### src/pkg/cofd_regs.vh
`ifndef COFD_REGS_VH
`define COFD_REGS_VH
// ----------------------------------------
// range class bases
// ----------------------------------------
`define COFD_BASE_XA 4'h8
`define COFD_BASE_XM 4'h0
`define COFD_BASE_YA 4'hc
`define COFD_BASE_YM 4'h4
// ----------------------------------------
// multiplier result codes
// ----------------------------------------
`define COFD_MR_FG_LAST 4'h2
`define COFD_MR_BG_FIRST 4'h4
`define COFD_MR_BG_LAST 4'h6
`define COFD_MR_BG_BIT 2
// ----------------------------------------
// multifunction operation codes
// ----------------------------------------
`define COFD_ALU_ADD 2'h0
`define COFD_ALU_SUB 2'h1
`define COFD_ALU_AVG 2'h2
`define COFD_ALU_DUAL 2'h3
`define COFD_MUL_TO_REG 2'h0
`define COFD_MUL_ACC_ADD 2'h1
`define COFD_MUL_ACC_SUB 2'h2
`define COFD_MUL_NONE 2'h3
`endif

### src/rtl/cofd_decoder.v
`include "cofd_regs.vh"

module cofd_decoder (
  // clock and reset
  input wire sys_clk,
  input wire resetn,
  // decode request
  input wire dec_valid,
  input wire is_float,
  input wire is_wide,
  input wire [1:0] mul_op,
  input wire [1:0] alu_op,
  input wire [1:0] mul_x_code,
  input wire [1:0] mul_y_code,
  input wire [1:0] alu_x_code,
  input wire [1:0] alu_y_code,
  input wire [3:0] mul_dst_code,
  input wire [3:0] alu_dst_code,
  input wire [3:0] alu_dst2_code,
  input wire [3:0] pair_select_4bit,
  input wire [2:0] pair_select_3bit,
  input wire pair_x_range_a,
  input wire pair_x_range_m,
  input wire pair_y_range_a,
  input wire pair_y_range_m,
  input wire [3:0] mult_result_select,
  input wire mr_in_multifunction,
  input wire [2:0] index_select_gen1,
  input wire [2:0] index_select_gen2,
  input wire [2:0] modifier_select_gen1,
  input wire [2:0] modifier_select_gen2,
  input wire [2:0] base_select_gen1,
  input wire [2:0] base_select_gen2,
  // decoded operands, one cycle after the request
  output reg out_valid_r,
  output reg illegal_r,
  output reg mul_en_r,
  output reg alu_en_r,
  output reg [3:0] mul_x_reg_r,
  output reg [3:0] mul_y_reg_r,
  output reg [3:0] alu_x_reg_r,
  output reg [3:0] alu_y_reg_r,
  output reg [3:0] mul_dst_reg_r,
  output reg [3:0] sum_dst_reg_r,
  output reg [3:0] diff_dst_reg_r,
  output reg sum_en_r,
  output reg diff_en_r,
  output reg alu_halve_r,
  output reg acc_en_r,
  output reg acc_subtract_r,
  output reg round_en_r,
  output reg float_r,
  output reg [3:0] pair4_even_r,
  output reg [3:0] pair3_even_r,
  output reg [3:0] pair_xa_even_r,
  output reg [3:0] pair_xm_even_r,
  output reg [3:0] pair_ya_even_r,
  output reg [3:0] pair_ym_even_r,
  output reg [1:0] mr_portion_r,
  output reg mr_background_r,
  output reg [3:0] index_reg_gen1_r,
  output reg [3:0] index_reg_gen2_r,
  output reg [3:0] modifier_reg_gen1_r,
  output reg [3:0] modifier_reg_gen2_r,
  output reg [3:0] base_reg_gen1_r,
  output reg [3:0] base_reg_gen2_r
);

// ----------------------------------------
// decode helpers
// ----------------------------------------
// range classes: code plus a fixed base, same for fixed and float views
function [3:0] cofd_range;
  input [1:0] code;
  input [3:0] base;
  begin
    cofd_range = base | {2'h0, code};
  end
endfunction

// pair from 1-bit class: even register of selected pair
function [3:0] cofd_pair1;
  input sel;
  input [3:0] base;
  begin
    cofd_pair1 = base | {2'h0, sel, 1'b0};
  end
endfunction

// generator two registers sit eight above generator one
function [3:0] cofd_gen;
  input [2:0] code;
  input second;
  begin
    cofd_gen = {second, code};
  end
endfunction

// ----------------------------------------
// combinational decode
// ----------------------------------------
wire mr_bad;
wire pair_bad;
wire op_bad;
wire dual;
wire to_acc;
wire mul_on;
wire refuse;

assign dual = (alu_op == `COFD_ALU_DUAL);
assign mul_on = (mul_op != `COFD_MUL_NONE);
assign to_acc = (mul_op == `COFD_MUL_ACC_ADD) || (mul_op == `COFD_MUL_ACC_SUB);
// background portions may not appear in any multifunction form
assign mr_bad = (mult_result_select > `COFD_MR_BG_LAST) ||
  ((mult_result_select > `COFD_MR_FG_LAST) && (mult_result_select < `COFD_MR_BG_FIRST)) ||
  (mr_in_multifunction && mult_result_select[`COFD_MR_BG_BIT]);
// in wide float, an odd 4-bit pair code has no register pair
assign pair_bad = is_float && is_wide && pair_select_4bit[0];
// float has no accumulator forms; only mul_op is checked against is_float
assign op_bad = is_float && to_acc;
// one refusal term, so the flag and the mul and alu enables can never disagree
assign refuse = mr_bad || pair_bad || op_bad;

// ----------------------------------------
// next-value decode
// ----------------------------------------
// unit enables and flags
reg out_valid_nxt;
reg illegal_nxt;
reg mul_en_nxt;
reg alu_en_nxt;
reg sum_en_nxt;
reg diff_en_nxt;
reg alu_halve_nxt;
reg acc_en_nxt;
reg acc_subtract_nxt;
reg round_en_nxt;
reg float_nxt;
// operand and destination registers
reg [3:0] mul_x_reg_nxt;
reg [3:0] mul_y_reg_nxt;
reg [3:0] alu_x_reg_nxt;
reg [3:0] alu_y_reg_nxt;
reg [3:0] mul_dst_reg_nxt;
reg [3:0] sum_dst_reg_nxt;
reg [3:0] diff_dst_reg_nxt;
// pair, result and address-generator selects
reg [3:0] pair4_even_nxt;
reg [3:0] pair3_even_nxt;
reg [3:0] pair_xa_even_nxt;
reg [3:0] pair_xm_even_nxt;
reg [3:0] pair_ya_even_nxt;
reg [3:0] pair_ym_even_nxt;
reg [1:0] mr_portion_nxt;
reg mr_background_nxt;
reg [3:0] index_reg_gen1_nxt;
reg [3:0] index_reg_gen2_nxt;
reg [3:0] modifier_reg_gen1_nxt;
reg [3:0] modifier_reg_gen2_nxt;
reg [3:0] base_reg_gen1_nxt;
reg [3:0] base_reg_gen2_nxt;

// the whole decode is combinational; the flops below only delay it one cycle
always @*
begin
  out_valid_nxt = dec_valid;
  illegal_nxt = dec_valid && refuse;
  // an illegal encoding never sets mul_en_nxt or alu_en_nxt; the other enables are not gated
  mul_en_nxt = dec_valid && !refuse && mul_on && !dual;
  alu_en_nxt = dec_valid && !refuse;
  mul_x_reg_nxt = cofd_range(mul_x_code, `COFD_BASE_XM);
  mul_y_reg_nxt = cofd_range(mul_y_code, `COFD_BASE_YM);
  // dual form takes any two registers; otherwise restricted ranges
  alu_x_reg_nxt = dual ? mul_dst_code : cofd_range(alu_x_code, `COFD_BASE_XA);
  alu_y_reg_nxt = dual ? alu_dst2_code : cofd_range(alu_y_code, `COFD_BASE_YA);
  mul_dst_reg_nxt = mul_dst_code;
  sum_dst_reg_nxt = alu_dst_code;
  diff_dst_reg_nxt = dual ? alu_dst2_code : alu_dst_code;
  sum_en_nxt = (alu_op != `COFD_ALU_SUB);
  diff_en_nxt = (alu_op == `COFD_ALU_SUB) || dual;
  alu_halve_nxt = (alu_op == `COFD_ALU_AVG);
  acc_en_nxt = mul_on && to_acc;
  acc_subtract_nxt = (mul_op == `COFD_MUL_ACC_SUB);
  // rounding applies only when the product lands in a data register
  round_en_nxt = mul_on && !to_acc && !is_float;
  float_nxt = is_float;
  pair4_even_nxt = {pair_select_4bit[3:1], 1'b0};
  pair3_even_nxt = {pair_select_3bit, 1'b0};
  pair_xa_even_nxt = cofd_pair1(pair_x_range_a, `COFD_BASE_XA);
  pair_xm_even_nxt = cofd_pair1(pair_x_range_m, `COFD_BASE_XM);
  pair_ya_even_nxt = cofd_pair1(pair_y_range_a, `COFD_BASE_YA);
  pair_ym_even_nxt = cofd_pair1(pair_y_range_m, `COFD_BASE_YM);
  mr_portion_nxt = mult_result_select[1:0];
  mr_background_nxt = mult_result_select[`COFD_MR_BG_BIT];
  index_reg_gen1_nxt = cofd_gen(index_select_gen1, 1'b0);
  index_reg_gen2_nxt = cofd_gen(index_select_gen2, 1'b1);
  modifier_reg_gen1_nxt = cofd_gen(modifier_select_gen1, 1'b0);
  modifier_reg_gen2_nxt = cofd_gen(modifier_select_gen2, 1'b1);
  base_reg_gen1_nxt = cofd_gen(base_select_gen1, 1'b0);
  base_reg_gen2_nxt = cofd_gen(base_select_gen2, 1'b1);
end

// ----------------------------------------
// result registers
// ----------------------------------------
// outputs refresh every cycle; out_valid_r marks which cycles carry a request
always @(posedge sys_clk or negedge resetn)
begin
  if (!resetn)
  begin
    out_valid_r <= 1'b0;
    illegal_r <= 1'b0;
    mul_en_r <= 1'b0;
    alu_en_r <= 1'b0;
    mul_x_reg_r <= 4'h0;
    mul_y_reg_r <= 4'h0;
    alu_x_reg_r <= 4'h0;
    alu_y_reg_r <= 4'h0;
    mul_dst_reg_r <= 4'h0;
    sum_dst_reg_r <= 4'h0;
    diff_dst_reg_r <= 4'h0;
    sum_en_r <= 1'b0;
    diff_en_r <= 1'b0;
    alu_halve_r <= 1'b0;
    acc_en_r <= 1'b0;
    acc_subtract_r <= 1'b0;
    round_en_r <= 1'b0;
    float_r <= 1'b0;
    pair4_even_r <= 4'h0;
    pair3_even_r <= 4'h0;
    pair_xa_even_r <= 4'h0;
    pair_xm_even_r <= 4'h0;
    pair_ya_even_r <= 4'h0;
    pair_ym_even_r <= 4'h0;
    mr_portion_r <= 2'h0;
    mr_background_r <= 1'b0;
    index_reg_gen1_r <= 4'h0;
    index_reg_gen2_r <= 4'h0;
    modifier_reg_gen1_r <= 4'h0;
    modifier_reg_gen2_r <= 4'h0;
    base_reg_gen1_r <= 4'h0;
    base_reg_gen2_r <= 4'h0;
  end
  else
  begin
    // flops only; every decode term lives in the block above
    out_valid_r <= out_valid_nxt;
    illegal_r <= illegal_nxt;
    mul_en_r <= mul_en_nxt;
    alu_en_r <= alu_en_nxt;
    mul_x_reg_r <= mul_x_reg_nxt;
    mul_y_reg_r <= mul_y_reg_nxt;
    alu_x_reg_r <= alu_x_reg_nxt;
    alu_y_reg_r <= alu_y_reg_nxt;
    mul_dst_reg_r <= mul_dst_reg_nxt;
    sum_dst_reg_r <= sum_dst_reg_nxt;
    diff_dst_reg_r <= diff_dst_reg_nxt;
    sum_en_r <= sum_en_nxt;
    diff_en_r <= diff_en_nxt;
    alu_halve_r <= alu_halve_nxt;
    acc_en_r <= acc_en_nxt;
    acc_subtract_r <= acc_subtract_nxt;
    round_en_r <= round_en_nxt;
    float_r <= float_nxt;
    pair4_even_r <= pair4_even_nxt;
    pair3_even_r <= pair3_even_nxt;
    pair_xa_even_r <= pair_xa_even_nxt;
    pair_xm_even_r <= pair_xm_even_nxt;
    pair_ya_even_r <= pair_ya_even_nxt;
    pair_ym_even_r <= pair_ym_even_nxt;
    mr_portion_r <= mr_portion_nxt;
    mr_background_r <= mr_background_nxt;
    index_reg_gen1_r <= index_reg_gen1_nxt;
    index_reg_gen2_r <= index_reg_gen2_nxt;
    modifier_reg_gen1_r <= modifier_reg_gen1_nxt;
    modifier_reg_gen2_r <= modifier_reg_gen2_nxt;
    base_reg_gen1_r <= base_reg_gen1_nxt;
    base_reg_gen2_r <= base_reg_gen2_nxt;
  end
end

endmodule // cofd_decoder

### config.mk
export PLATFORM = sky130hd
export DESIGN_NAME = cofd_decoder
export DESIGN_NICKNAME = d
export VERILOG_FILES = /design/src/rtl/cofd_decoder.v
export VERILOG_INCLUDE_DIRS = /design/src /design/src/pkg
export SDC_FILE = /design/constraint.sdc
export NUM_CORES = 1
export LEC_CHECK = 0
export BUFFER_PORTS_ARGS = -buffer_cell sky130_fd_sc_hd__buf_4
export CORE_ASPECT_RATIO = 1.75
export CORE_MARGIN = 3
export CORE_UTILIZATION = 36
export CTS_CLUSTER_DIAMETER = 40
export CTS_CLUSTER_SIZE = 12
export DETAILED_ROUTE_END_ITERATION = 16
export GPL_TIMING_DRIVEN = 0
export PLACE_DENSITY_LB_ADDON = 0.1
export SLEW_MARGIN = 40
export SYNTH_ARGS = -nofsm -noshare
export SYNTH_HDL_FRONTEND = slang
export SYNTH_SLANG_ARGS = --single-unit
### constraint.sdc
create_clock -name sys_clk -period 0.8 [get_ports sys_clk]
set_input_delay 0 -clock sys_clk [delete_from_list [all_inputs] [get_ports sys_clk]]
set_output_delay 0 -clock sys_clk [all_outputs]
set_load 0.03 [all_outputs]
==> impl_summary.log, run 1 <==
[metrics] result of the run: complete, but fails checks
[metrics] failing checks: negative setup slack
[metrics] type of the tightest min-delay check: primary input to flop
[metrics] areal power density over the cells: 2080 nW/µm²
[metrics] count of distinct cell types in the synthesized netlist: 23
[metrics] largest fanout on the critical path: 8
[metrics] global-route wire length before repair: 10200 µm
[metrics] number of antenna violations at the first check in global routing: 0
[metrics] Vias/cell: 4.07
[metrics] sequential cell area fraction in the yosys report: 78.9%
[metrics] Die Area: 6900 µm²
[metrics] kind of critical path: flop to primary output
[metrics] global-route congestion overflow total: 0
[metrics] clk root buf: clkbuf_8
[metrics] number of global-route vias before repair: 1964
[metrics] Port Buffer Count: 136
[metrics] Overall Global Routing Usage: 20.1%
[metrics] CTS clk-pin slew, worst paths: 0.07 ns
[metrics] Rel. slew slack: 60.8%
[metrics] Core Footprint: 5630 µm²
[metrics] count of nets left with antenna violations after detail routing: 0
[metrics] Worst IR Drop VDD: 1.51 mV
[metrics] final wirelength: 6530 µm
[metrics] met3 global-route usage: 7.94%
[metrics] # Max-Cap Violations: 0
[metrics] Diodes inserted: 0
[metrics] number of buffers created by CTS: 9
[metrics] post-layout net count: 408
[metrics] required time at the endpoint of the critical path: 0.80 ns
[metrics] RSZ-0062 raised after global routing: true
[metrics] final worst slack: -0.278 ns
[metrics] average detailed-routed wire length per instance: 15.4 µm
[metrics] met2 layer usage reported by global route: 38.7%
[metrics] Pins Over Slew Limit: 0
[metrics] final worst-path cycle share: 135%
[metrics] worst path arrival time: 1.08 ns
[metrics] die width: 64.1 µm
[metrics] num ports: 153
[metrics] number of setup buffers added after CTS: 0
[metrics] DRC Markers: 0
[metrics] Worst Setup Start Kind: flop
[metrics] worst hold path cell count: 3
[metrics] maximum number of pins on one net before global-route repair: 68
[metrics] mean post-synth cell area: 17.1 µm²
[metrics] Longest Clk Path Bufs: 2
[metrics] Area growth syn-to-layout: 108%
[metrics] CTS H-tree depth: 3
[metrics] YS warnings: 0
[metrics] RD Place Congestion: 0.699
[metrics] launching instance or port of the critical path: mul_y_reg_r[2]$_DFF_PN0_
[metrics] CTS tree: yes
[metrics] 1st-iter DRT viols: 43
[metrics] setup TNS: -5.54 ns
[metrics] maximum clock frequency: 928 MHz
[metrics] layout cell share with drive strength beyond 1: 55.6%
[metrics] Min-Delay Startpoint: mult_result_select[3]
[metrics] instance count of the mapped netlist: 124
[metrics] leakage power: 2.23 nW
[metrics] Final Critical Period: 1.08 ns
[metrics] GR Util met1: 18.1%
[metrics] critical path capture point type: primary output
[metrics] Most Crowded Layer GR: met2
[metrics] slew at the pin with the worst max-slew slack: 0.588 ns
[metrics] DP HPWL: 3750 µm
[metrics] worst hold-check slack: 0.0136 ns
[metrics] routed via count: 1721
[metrics] initial core utilization: 37.8%
[metrics] number of detailed-routing iterations run before antenna repair: 4
[metrics] number of placement rows: 36
[metrics] post-synth design cell area: 2130 µm²
[metrics] chip height: 108 µm
[metrics] count of final hold-check violations: 0
[metrics] final number of setup-violating endpoints: 74
[metrics] sink count of the clock tree: 67
[metrics] Worst Hold End: illegal_r$_DFF_PN0_
[metrics] post-synthesis register bit count: 67
-- per-layer routing --
layer / part of all wire (%) / wire length [µm]
met1: 30 / 1930
met2: 61 / 4010
met3: 7.4 / 483
met4: 1.7 / 108
met5: 0 / 0
-- layout make-up --
type	instances	area, µm²
fillers	344	1220
inverters	2	7.51
flip-flops and latches	67	1680
clock buffers	10	138
multi-input cells	45	310
well taps	76	95.1
plain buffers	25	188
clock inverters	6	136
repair buffers	192	1860
-- cell usage after synthesis (all sizes together) --
| master | number | area (µm²) |
|---|---|---|
| dfrtp | 67 | 1680 |
| buf | 24 | 184 |
| a21o | 5 | 42.5 |
| and3 | 4 | 28.8 |
| mux2 | 4 | 56.3 |
| ha | 3 | 37.5 |
| or2 | 3 | 18.8 |
| conb | 2 | 7.51 |
| inv | 2 | 7.51 |
| nand2 | 2 | 10.0 |
| a21boi | 1 | 7.51 |
| a21oi | 1 | 5.00 |
| a221oi | 1 | 8.76 |
| and2b | 1 | 8.76 |
| and4 | 1 | 8.76 |
| clkbuf | 1 | 3.75 |
| nor2b | 1 | 6.26 |
| or2b | 1 | 7.51 |
-- kinds of logic after synthesis --
logic type | share of synthesized area [%]
buffers and inverters | 9.18
adders and majority gates | 1.77
and+or+nand+nor | 4.18
other | 0.353
AOI/OAI and AO/OA | 3.00
muxes | 2.65
DFF | 78.9
-- flip-flops by register name, indices dropped and copies added, names as in the netlist, 2 cells and up --
signal / count
diff_dst_reg_r: 4
pair3_even_r: 3
modifier_reg_gen1_r: 3
mul_y_reg_r: 3
mr_portion_r: 2
sum_dst_reg_r: 4
modifier_reg_gen2_r: 3
base_reg_gen1_r: 3
mul_x_reg_r: 2
mul_dst_reg_r: 4
index_reg_gen1_r: 3
pair4_even_r: 3
index_reg_gen2_r: 3
alu_x_reg_r: 4
base_reg_gen2_r: 3
alu_y_reg_r: 4
-- power by group --
group | switching, mW | total, mW | internal [mW]
clock network | 1.29 | 3.77 | 2.48
logic | 0.859 | 1.75 | 0.890
registers | 0.0947 | 3.66 | 3.57
total | 2.24 | 9.18 | 6.94
-- layout by cell type, fill, tap and decap left out, drive strengths merged, types with 2 or more instances in the layout --
cell	Yosys	layout
nand2	2	2
buf	24	160
ha	3	3
and3	4	4
inv	2	2
dlygate4sd3	0	56
dfrtp	67	67
mux2	4	4
or2	3	3
clkbuf	1	11
bufinv	0	4
conb	2	17
a21o	5	5
-- timing repair --
action	4_1_cts	5_1_grt
setup endpoints to repair	74	75
hold buffers	55	1
resized for setup	73	0
cloned	0	0
pin swaps	0	1
endpoints found under the hold margin	133	67
-- worst max-delay path: stages, from the launching register on --
cell and delay [ns]:
dfrtp_2 0.46, buf_4 0.16, buf_6 0.13
-- how the worst max path moves through the flow --
| stage | to | slack [ns] |
|---|---|---|
| after detailed placement | mul_en_r$_DFF_PN0_ | -0.13 |
| after floorplan | mul_en_r$_DFF_PN0_ | 0.03 |
| after global routing | pair_ym_even_r[2] | -0.34 |
| after CTS | pair_xa_even_r[3] | -0.28 |
| final | pair_ym_even_r[2] | -0.28 |
| after global placement | mul_en_r$_DFF_PN0_ | -0.12 |
-- through the flow --
step | power (mW) | cells | worst slack [ns] | utilization [%] | instance area, µm²
after floorplan | 4.39 | 139 | 0.0295 | - | 2180
after global placement | 5.04 | 351 | -0.120 | 58.6 | 3300
after detailed placement | 5.06 | 351 | -0.129 | 58.6 | 3300
after CTS | 9.21 | 422 | -0.284 | 78.1 | 4400
after global routing | 9.51 | 423 | -0.337 | 78.4 | 4410
final | 9.18 | 423 | -0.278 | 78.4 | 4410
No activity file was read; power rests on OpenSTA's default activity.
==> run 2: changes to the inputs <==
CAP_MARGIN = 20   (was unset)
CORE_UTILIZATION = 40   (was 36)
clock period = 1 ns   (was 0.8 ns; I/O delays follow)
==> run 2 against run 1 <==
Compared with the run above:
- the run still ends with negative setup slack left
- sequential power decreased by 21%
- total power decreased by 27%
- critical path depth unchanged
- wire length decreased by 4.5%
- die area decreased by 9.3%
- cell count decreased by 5.2%
- global-route usage increased by 1.0 points
==> impl_summary.log, run 2 (synthesis gave the netlist of run 1 again) <==
[metrics] chip height: 102 µm
[metrics] Longest Clk Path Bufs: 2
[metrics] maximum number of pins on one net before global-route repair: 68
[metrics] Net Sw Frac: 25.3%
[metrics] leading cell types in the layout, fill and taps excluded: buf_4 (151), dfrtp_1 (66), dlygate4sd3_1 (56)
[metrics] number of placement rows: 34
[metrics] leakage power: 2.13 nW
[metrics] sequential fraction of design power: 43.3%
[metrics] family with the most delay on the worst path: flip-flops
[metrics] clk root buf: clkbuf_8
[metrics] layout cell share with drive strength beyond 1: 55.6%
[metrics] # Max-Cap Violations: 0
[metrics] kind of critical path: flop to primary output
[metrics] final number of setup-violating endpoints: 7
[metrics] final wirelength: 6240 µm
[metrics] 1st-iter DRT viols: 19
[metrics] Diodes inserted: 0
[metrics] type of the tightest min-delay check: primary input to flop
[metrics] slew at the pin with the worst max-slew slack: 0.576 ns
[metrics] Die Area: 6260 µm²
[metrics] num ports: 153
[metrics] Rel. slew slack: 61.6%
[metrics] commonest non-fill, non-tap cell in the layout: buf_4
[metrics] Worst Setup Start Kind: flop
[metrics] number of filler cells placed in the layout: 301
[metrics] final worst slack: -0.0684 ns
[metrics] number of buffers created by CTS: 9
[metrics] logic gate share of total power: 19.6%
[metrics] Core Footprint: 5060 µm²
[metrics] CTS tree: yes
[metrics] CTS clk-pin slew, worst paths: 0.07 ns
[metrics] post-layout net count: 408
[metrics] DRC Markers: 0
[metrics] slowest cell delay on critical path: 0.46 ns
[metrics] Port Buffer Count: 136
[metrics] global-route congestion overflow total: 0
[metrics] die width: 61.1 µm
[metrics] number of global-route vias before repair: 1861
[metrics] RSZ-0062 raised after global routing: true
[metrics] Finished Cell Area: 4110 µm²
[metrics] result of the run: complete, but fails checks
[metrics] count of nets left with antenna violations after detail routing: 0
[metrics] global-route wire length before repair: 9190 µm
[metrics] Area growth syn-to-layout: 93.2%
[metrics] sink count of the clock tree: 67
[metrics] RD Place Congestion: 0.672
[metrics] number of detailed-routing iterations run before antenna repair: 4
[metrics] Worst IR Drop VDD: 1.66 mV
[metrics] Int Power: 5.02 mW
[metrics] areal power density over the cells: 1630 nW/µm²
[metrics] average detailed-routed wire length per instance: 15.6 µm
[metrics] DP HPWL: 3970 µm
[metrics] Final Critical Period: 1.07 ns
[metrics] Psw: 1.69 mW
[metrics] slowest CP cell: dfrtp_2
[metrics] count of final hold-check violations: 0
[metrics] Overall Global Routing Usage: 21.1%
[metrics] Pins Over Slew Limit: 0
[metrics] worst path arrival time: 1.07 ns
[metrics] Buf/Inv on CP: 2
[metrics] number of antenna violations at the first check in global routing: 0
[metrics] relative contribution of the clock network to total power: 37.2%
[metrics] CTS H-tree depth: 3
[metrics] final worst-path cycle share: 107%
[metrics] initial core utilization: 42.0%
[metrics] failing checks: negative setup slack
[metrics] worst-path cell chain: buf_4 -> buf_6
[metrics] placed instance area: 3270 µm²
[metrics] Vias/cell: 4.22
[metrics] maximum clock frequency: 936 MHz
[metrics] required time at the endpoint of the critical path: 1.00 ns
[metrics] post-placement worst setup slack: 0.0566 ns
[metrics] routed via count: 1694
[metrics] largest fanout on the critical path: 8
[metrics] critical path capture point type: primary output
## run 2: path summary, 6_finish.rpt
kind	endpoint	start	cells after the start	slack, ns
max	pair_xa_even_r[3]	mul_y_reg_r[2]$_DFF_PN0_	2	-0.07
min	acc_en_r$_DFF_PN0_	mul_op[1]	3	0.02
min in group asynchronous	pair4_even_r[2]$_DFF_PN0_	resetn	2	0.22
max in group asynchronous	mul_y_reg_r[2]$_DFF_PN0_	resetn	2	0.35
## run 2: what timing repair did
action | CTS | global route
hold buffers | 56 | 0
resized for setup | 8 | 2
pin swaps | 0 | 0
setup buffers | 0 | 0
endpoints found under the hold margin | 132 | 0
setup endpoints to repair | 8 | 11
## run 2: metal layers
metal	track usage, %	vias up	routed length, µm
li1	-	787	-
met1	17.7	802	1780
met2	40.1	93	3730
met3	7.33	12	565
met4	11.2	0	159
met5	0	-	0
## run 2: metrics by stage
| stage | power (mW) | instances | setup TNS, ns | util (%) | hold slack (ns) |
|---|---|---|---|---|---|
| 6_report | 6.71 | 401 | -0.463 | 81.1 | 0.0161 |
| 5_1_grt | 7.01 | 401 | -0.797 | 81.1 | 0.0227 |
| 4_1_cts | 6.76 | 401 | -0.587 | 80.7 | 0.00212 |
| 3_5_place_dp | 4.05 | 329 | 0 | 64.6 | 0.110 |
| 3_3_place_gp | 4.03 | 329 | 0 | 64.6 | 0.109 |
| 2_1_floorplan | 3.51 | 139 | 0 | - | -0.296 |
## run 2: power by group through the flow
stage	sequential, mW	combinational [mW]	clock (mW)
3_3_place_gp	2.94	1.09	0
6_report	2.90	1.31	2.49
4_1_cts	2.90	1.30	2.56
5_1_grt	2.91	1.39	2.70
3_5_place_dp	2.95	1.10	0
2_1_floorplan	3.26	0.255	0
## run 2: area by class of cell
| type | count | area (µm²) | share of cell area [%] |
|---|---|---|---|
| Sequential cell | 67 | 1680 | 40.8 |
| Clock buffer | 12 | 155 | 3.78 |
| Tap cell | 54 | 67.6 | 1.64 |
| Clock inverter | 4 | 72.6 | 1.77 |
| Buffer | 25 | 188 | 4.57 |
| Timing Repair Buffer | 192 | 1610 | 39.2 |
| Inverter | 2 | 7.51 | 0.183 |
| Multi-Input combinational cell | 45 | 328 | 7.98 |
